$ cat src/rsq_defines.vh
/*
  Constants for the reset state sequencer: state codes, timing figures
  and derived cycle counts.
  Assumes a 125 MHz system clock; included by bare name.
*/
`ifndef RSQ_DEFINES_VH
`define RSQ_DEFINES_VH

`define RSQ_CLK_PERIOD_PS 8000
`define RSQ_VULN_TIME_PS 10000
// longest time rounds down, never below one cycle
`define RSQ_VULN_CYCLES ((`RSQ_VULN_TIME_PS / `RSQ_CLK_PERIOD_PS) < 1 ? 1 : \
  (`RSQ_VULN_TIME_PS / `RSQ_CLK_PERIOD_PS))
`define RSQ_STARTUP_CYCLES 64
`define RSQ_CNT_W 16

`define RSQ_ST_HOLD 3'h0
`define RSQ_ST_DELAY 3'h1
`define RSQ_ST_VULN 3'h2
`define RSQ_ST_RUN 3'h3
`define RSQ_ST_STUCK 3'h4

`endif

$ cat src/rsq_reset_sequencer.v
/*
  Internal reset state machine with its vulnerable release window and
  prescaler-update window; a reset landing in either locks the device
  in reset until power is cycled.
  Assumes all inputs synchronous to i_ref_clk; i_nrst stands for the
  power-on reset, so only it clears the stuck condition.
*/
`timescale 1ns/100ps
`include "rsq_defines.vh"

module rsq_reset_sequencer #(
  parameter STARTUP_CYCLES = `RSQ_STARTUP_CYCLES,
  parameter VULN_CYCLES = `RSQ_VULN_CYCLES
) (
  input wire i_ref_clk,
  input wire i_nrst,
  input wire i_ext_rst_n,
  input wire i_wdt_rst,
  input wire i_bod_rst,
  input wire i_prog_mode,
  input wire i_presc_wr,
  output reg o_core_rst_n,
  output reg o_stuck,
  output reg o_vulnerable,
  output reg o_prog_rst
);
  localparam [2:0] ST_HOLD = `RSQ_ST_HOLD;
  localparam [2:0] ST_DELAY = `RSQ_ST_DELAY;
  localparam [2:0] ST_VULN = `RSQ_ST_VULN;
  localparam [2:0] ST_RUN = `RSQ_ST_RUN;
  localparam [2:0] ST_STUCK = `RSQ_ST_STUCK;

  // last count of a run of n cycles, cut to the counter width
  function [`RSQ_CNT_W-1:0] last_of;
    input integer n;
    integer t;
    begin
      t = n - 1;
      last_of = t[`RSQ_CNT_W-1:0];
    end
  endfunction

  // counter step; every run ends well below the top of the counter
  function [`RSQ_CNT_W-1:0] cnt_step;
    input [`RSQ_CNT_W-1:0] v;
    begin
      cnt_step = v + {{(`RSQ_CNT_W-1){1'b0}}, 1'b1};
    end
  endfunction

  localparam [`RSQ_CNT_W-1:0] STARTUP_LAST = last_of(STARTUP_CYCLES);
  localparam [`RSQ_CNT_W-1:0] VULN_LAST = last_of(VULN_CYCLES);

  reg [2:0] state;
  reg [2:0] next_state;
  reg [`RSQ_CNT_W-1:0] cnt;
  reg [`RSQ_CNT_W-1:0] next_cnt;
  reg [`RSQ_CNT_W-1:0] pcnt;
  reg [`RSQ_CNT_W-1:0] next_pcnt;
  reg presc_win;
  reg next_presc_win;
  reg next_core_rst_n;
  reg next_stuck;
  reg next_vulnerable;
  reg prog_pulse;
  wire prog_exit;
  wire any_rst;

  rsq_edge_det u_prog_edge (
    .i_ref_clk(i_ref_clk),
    .i_nrst(i_nrst),
    .i_level(i_prog_mode),
    .o_rise(),
    .o_fall(prog_exit)
  );

  // leaving programming raises a one-cycle internal reset
  always @(posedge i_ref_clk) begin
    if (!i_nrst) begin
      prog_pulse <= 1'b0;
    end else begin
      prog_pulse <= prog_exit;
    end
  end

  assign any_rst = ~i_ext_rst_n | i_wdt_rst | i_bod_rst | prog_pulse;

  // prescaler update window, next value
  always @* begin
    next_presc_win = presc_win;
    next_pcnt = pcnt;
    if (i_presc_wr && state == ST_RUN) begin
      next_presc_win = 1'b1;
      next_pcnt = {`RSQ_CNT_W{1'b0}};
    end else if (presc_win) begin
      if (pcnt == VULN_LAST) begin
        next_presc_win = 1'b0;
      end
      next_pcnt = cnt_step(pcnt);
    end
  end

  always @(posedge i_ref_clk) begin
    if (!i_nrst) begin
      presc_win <= 1'b0;
      pcnt <= {`RSQ_CNT_W{1'b0}};
    end else begin
      presc_win <= next_presc_win;
      pcnt <= next_pcnt;
    end
  end

  always @* begin
    next_state = state;
    next_cnt = cnt;
    case (state)
      ST_HOLD: begin
        next_cnt = {`RSQ_CNT_W{1'b0}};
        if (!any_rst) begin
          next_state = ST_DELAY;
        end
      end
      ST_DELAY: begin
        if (any_rst) begin
          next_state = ST_HOLD;
          next_cnt = {`RSQ_CNT_W{1'b0}};
        end else if (cnt == STARTUP_LAST) begin
          next_state = ST_VULN;
          next_cnt = {`RSQ_CNT_W{1'b0}};
        end else begin
          next_cnt = cnt_step(cnt);
        end
      end
      ST_VULN: begin
        if (any_rst) begin
          next_state = ST_STUCK;
        end else if (cnt == VULN_LAST) begin
          next_state = ST_RUN;
        end else begin
          next_cnt = cnt_step(cnt);
        end
      end
      ST_RUN: begin
        if (any_rst && presc_win) begin
          next_state = ST_STUCK;
        end else if (any_rst) begin
          next_state = ST_HOLD;
        end
      end
      ST_STUCK: begin
        next_state = ST_STUCK;
      end
      default: begin
        next_state = ST_HOLD;
        next_cnt = {`RSQ_CNT_W{1'b0}};
      end
    endcase
  end

  // output values follow the state and window of the next cycle
  always @* begin
    next_core_rst_n = (next_state == ST_RUN);
    next_stuck = (next_state == ST_STUCK);
    next_vulnerable = (next_state == ST_VULN) ||
      (next_state == ST_RUN && next_presc_win);
  end

  always @(posedge i_ref_clk) begin
    if (!i_nrst) begin
      state <= ST_HOLD;
      cnt <= {`RSQ_CNT_W{1'b0}};
    end else begin
      state <= next_state;
      cnt <= next_cnt;
    end
  end

  // outputs straight from flops, aligned with state and window
  always @(posedge i_ref_clk) begin
    if (!i_nrst) begin
      o_core_rst_n <= 1'b0;
      o_stuck <= 1'b0;
      o_vulnerable <= 1'b0;
      o_prog_rst <= 1'b0;
    end else begin
      o_core_rst_n <= next_core_rst_n;
      o_stuck <= next_stuck;
      o_vulnerable <= next_vulnerable;
      o_prog_rst <= prog_exit;
    end
  end
endmodule

$ cat src/rsq_edge_det.v
/*
  Edge detector: one-cycle pulse on o_rise for a low-to-high change and on
  o_fall for a high-to-low change of the input level.
  Assumes the input is synchronous to the clock.
*/
`timescale 1ns/100ps
module rsq_edge_det (
  input wire i_ref_clk,
  input wire i_nrst,
  input wire i_level,
  output wire o_rise,
  output wire o_fall
);
  reg prev;

  always @(posedge i_ref_clk) begin
    if (!i_nrst) begin
      prev <= 1'b0;
    end else begin
      prev <= i_level;
    end
  end

  assign o_rise = i_level & ~prev;
  assign o_fall = ~i_level & prev;
endmodule

$ cat config.mk
export PLATFORM = sky130hd
export DESIGN_NAME = rsq_reset_sequencer
export DESIGN_NICKNAME = d
export VERILOG_FILES = /design/src/rsq_reset_sequencer.v /design/src/rsq_edge_det.v
export VERILOG_INCLUDE_DIRS = /design/src /design/src/src
export SDC_FILE = /design/constraint.sdc
export NUM_CORES = 1
export LEC_CHECK = 0
export BUFFER_PORTS_ARGS = -buffer_cell sky130_fd_sc_hd__buf_2
export CORE_MARGIN = 2
export CORE_UTILIZATION = 40
export DETAILED_ROUTE_END_ITERATION = 12
export GPL_ROUTABILITY_DRIVEN = 0
export PLACE_DENSITY = 0.68
export REMOVE_ABC_BUFFERS = 1
export SYNTH_ARGS = -nofsm -noshare
export SYNTH_HDL_FRONTEND = slang
export SYNTH_HIERARCHICAL = 1
export SYNTH_SLANG_ARGS = --single-unit
$ cat constraint.sdc
create_clock -name i_ref_clk -period 2.4 [get_ports i_ref_clk]
set_input_delay 0.24 -clock i_ref_clk [delete_from_list [all_inputs] [get_ports i_ref_clk]]
set_output_delay 0.24 -clock i_ref_clk [all_outputs]
set_load 0.02 [all_outputs]
* After elaboration in Yosys (flattened, before gate mapping)
Index checks and enable logic that the tools add are counted. W data, S select, Z words.
Word-level totals: input bits 7, output and inout port bits 4, register bits after elaboration 41
Cells by class: bitwise operators 8, multiplexer cells 16, equality and inequality tests 10, reductions and logical operators 10, add/sub/neg operators 2
Operators by type and width (count):
- $mux W16 | 4
- $pmux W16 S3 | 1
- $add A16 B1 Y16 const B | 2
- $logic_not A16 Y1 | 2
- $mux W3 | 7
- $eq A16 B6 Y1 const B | 1
- $pmux W3 S5 | 1
- $eq A3 B2 Y1 const B | 4
- $eq A3 B3 Y1 const B | 2
- $ne A2 B2 Y1 const B | 2
- $not A1 Y1 | 4
- $reduce_or A2 Y1 | 2
- $eq A3 B1 Y1 const B | 1
- $logic_and A1 B1 Y1 | 3
- $logic_not A3 Y1 | 1
- $mux W1 | 3
- $or A1 B1 Y1 | 3
- $reduce_and A3 Y1 | 1
- $and A1 B1 Y1 | 1
- $logic_or A1 B1 Y1 | 1

* Longest topological paths before layout
depth after elaboration 10, depth in mapped cells 8, mapped depth without buffers 7

* Modules after synthesis
The synthesis kept the hierarchy.
By module, submodules not included:
- rsq_reset_sequencer | cells each 232, area an instance 1939.4 sq um, times used 1, seq. area each 800.8 sq um
- rsq_edge_det | cells each 4, area an instance 38.8 sq um, times used 1, seq. area each 20.0 sq um

* Worst setup path after synthesis
No wires, ideal clock.
path kind register -> register, start reg o_prog_rst (netlist name), end reg cnt[11], arrival 2.003 ns, clock period less this slack 2.078 ns, library setup time 0.075 ns, data required time 2.325 ns, cell stages (with the launch flop) 6, path slack 0.322 ns, cells stage by stage dfxtp_1 > or4b_1 > a211o_1 > o21a_1 > or4b_1 > o22ai_1
RTL lines:
- end signal: assignment | line rsq_reset_sequencer.v:171 | cnt <= {`RSQ_CNT_W{1'b0}};
- end signal: assignment | line rsq_reset_sequencer.v:174 | cnt <= next_cnt;
- end: declaration | line rsq_reset_sequencer.v:56 | reg [`RSQ_CNT_W-1:0] cnt;

==> results.json <==
{
  "outcome": "finished clean",
  "overflow": 0,
  "cp.arrival_ns": 2.40,
  "setup_tns_ns": 0,
  "clk_latency_ns": 0.30,
  "syn2layout_area_growth_pct": 13.1,
  "crit_path_start_kind": "flip-flop",
  "ys_warn_count": 6,
  "crit_required_ns": 2.63,
  "layout_common_cells": "41 x dfxtp_1, 26 x nor2_1, 15 x inv_1, 15 x nand2_1, 14 x nand3_1",
  "cp_slowest_cell": "or4b_1",
  "dp.cells": 311,
  "grtUsageTotal_pct": 15.2,
  "dpl_cell_area_mm2": 0.00212,
  "clockRootBuffer": "clkbuf_8",
  "netlist_area_mm2": 0.00197,
  "hold_violations": 0,
  "timing.fmax_mhz": 461,
  "cts_resized": 0,
  "core_mm2": 0.00472,
  "period_needed_ns": 2.17,
  "grt_pass1_wl_mm": 6.37,
  "final_cells": 319,
  "ios": 11,
  "cts_hold_buf": 0,
  "dieArea_mm2": 0.00551,
  "hpwl_mm": 2.73,
  "crit_fanout": 10,
  "maxSlewHeadroom_pct": 59.7,
  "diodes": 0,
  "cts_tree": "done",
  "dieWidth_um": 74.2,
  "cts_max_level": 2,
  "ant_nets": 0,
  "finalSetupViolCount": 0,
  "path_cells": "or4b_1, a211o_1, o21a_1, buf_4, or3_1, a21oi_1",
  "row_count": 25,
  "wl_mm": 3.77,
  "nets": 262,
  "regArea_um2": 821,
  "period_share_pct": 90.4,
  "grt_antenna_before_repair": 0,
  "grt_max_degree": 18,
  "worst_pin_slew_ns": 0.600,
  "p_per_area_mw_per_mm2": 562,
  "vias": 1665,
  "io_buffers": 10,
  "fillers": 468,
  "cts_setup_buffers": 0,
  "numCtsBuffers": 5,
  "cp_slowest_stage_delay_ns": 0.48,
  "rsz0062_at_grt": "false",
  "report.power.total_mw": 1.25,
  "skew_ns": 0.00896,
  "drv_cap": 0,
  "final_layout_size_suffix_gt1_share_pct": 10.3,
  "worstSetupPathType": "reg2reg",
  "vias_per_cell": 5.22,
  "cts_max_path_buffers": 2,
  "ir_worst_vdd_v": 0.000353,
  "initial_core_util_pct": 41.7,
  "finalMaxSlewViolations": 0,
  "hold_path_class": "in2reg",
  "drcViolationCount": 0,
  "syn-mean-instance-area_um2": 8.39,
  "leakage_nw": 0.720,
  "drt-pass1-iter-count": 4,
  "clock-sinks": 41,
  "drtIter0Drc": 57,
  "postSynthCellCount": 235,
  "mostFrequentLayoutCell": "dfxtp_1",
  "multi_input_area_mm2": 0.00107,
  "die_h_um": 74.2,
  "grt_pass1_vias": 1485,
  "cp-end-kind": "flip-flop",
  "stdcell_area_mm2": 0.00223,
  "cts.clk_slew.worst_paths_ns": 0.08,
  "routedWlPerCell_um": 11.8
}
-- final cells by class --
cell class              instances  area share [%]
clock buffers                   6            3.25
clock inverters                 2            1.74
well taps                      67            3.76
inverters                      15            2.52
flip-flops and latches         41            36.8
multi-input cells             173            48.0
repair buffers                 15            3.93
-- through the flow --
step	util (%)	hold slack, ns	setup WS, ns
finish	47.2	0.162	0.231
global route	47.2	0.152	0.0949
CTS	47.2	0.152	0.218
detailed placement	44.9	0.462	0.151
global placement	44.9	0.461	0.188
floorplan	-	0.362	0.202
-- final timing paths --
kind / cells after the start / to / slack, ns / startpoint
hold / removal: 2 / u_prog_edge/prev / 0.16 / i_prog_mode
setup reg to reg: 6 / cnt[4] / 0.23 / o_prog_rst
hold reg to reg: 2 / cnt[13] / 0.50 / cnt[13]
setup / recovery: 6 / cnt[4] / 0.23 / o_prog_rst
-- power by group --
part | switching [mW] | total (mW) | leakage (nW) | internal [mW]
registers | 0.000726 | 0.682 | 0.330 | 0.681
logic | 0.0128 | 0.0221 | 0.334 | 0.00930
clock network | 0.238 | 0.551 | 0.0554 | 0.312
-- metal layers --
metal	GRT usage, %	vias up	share of wire [%]
li1	-	855	-
met1	19.4	774	50
met2	22.7	27	43
met3	4.20	9	3.8
met4	9.13	0	2.7
met5	0	-	0
-- registers in the layout (all words and copies together), names as in the netlist --
signal            flops
u_prog_edge/prev      1
cnt                  16
o_core_rst_n          1
state                 3
o_prog_rst            1
pcnt                 16
presc_win             1
o_stuck               1
o_vulnerable          1
-- worst max-delay path, delay by kind of cell, from the launching register on --
| family | cells | cell delay [ns] |
|---|---|---|
| AND/OR/NAND/NOR | 2 | 0.83 |
| buffers and inverters | 1 | 0.21 |
| flip-flops | 1 | 0.32 |
| AO/OA/AOI/OAI | 3 | 0.74 |
No activity file was read; power rests on OpenSTA's default activity.
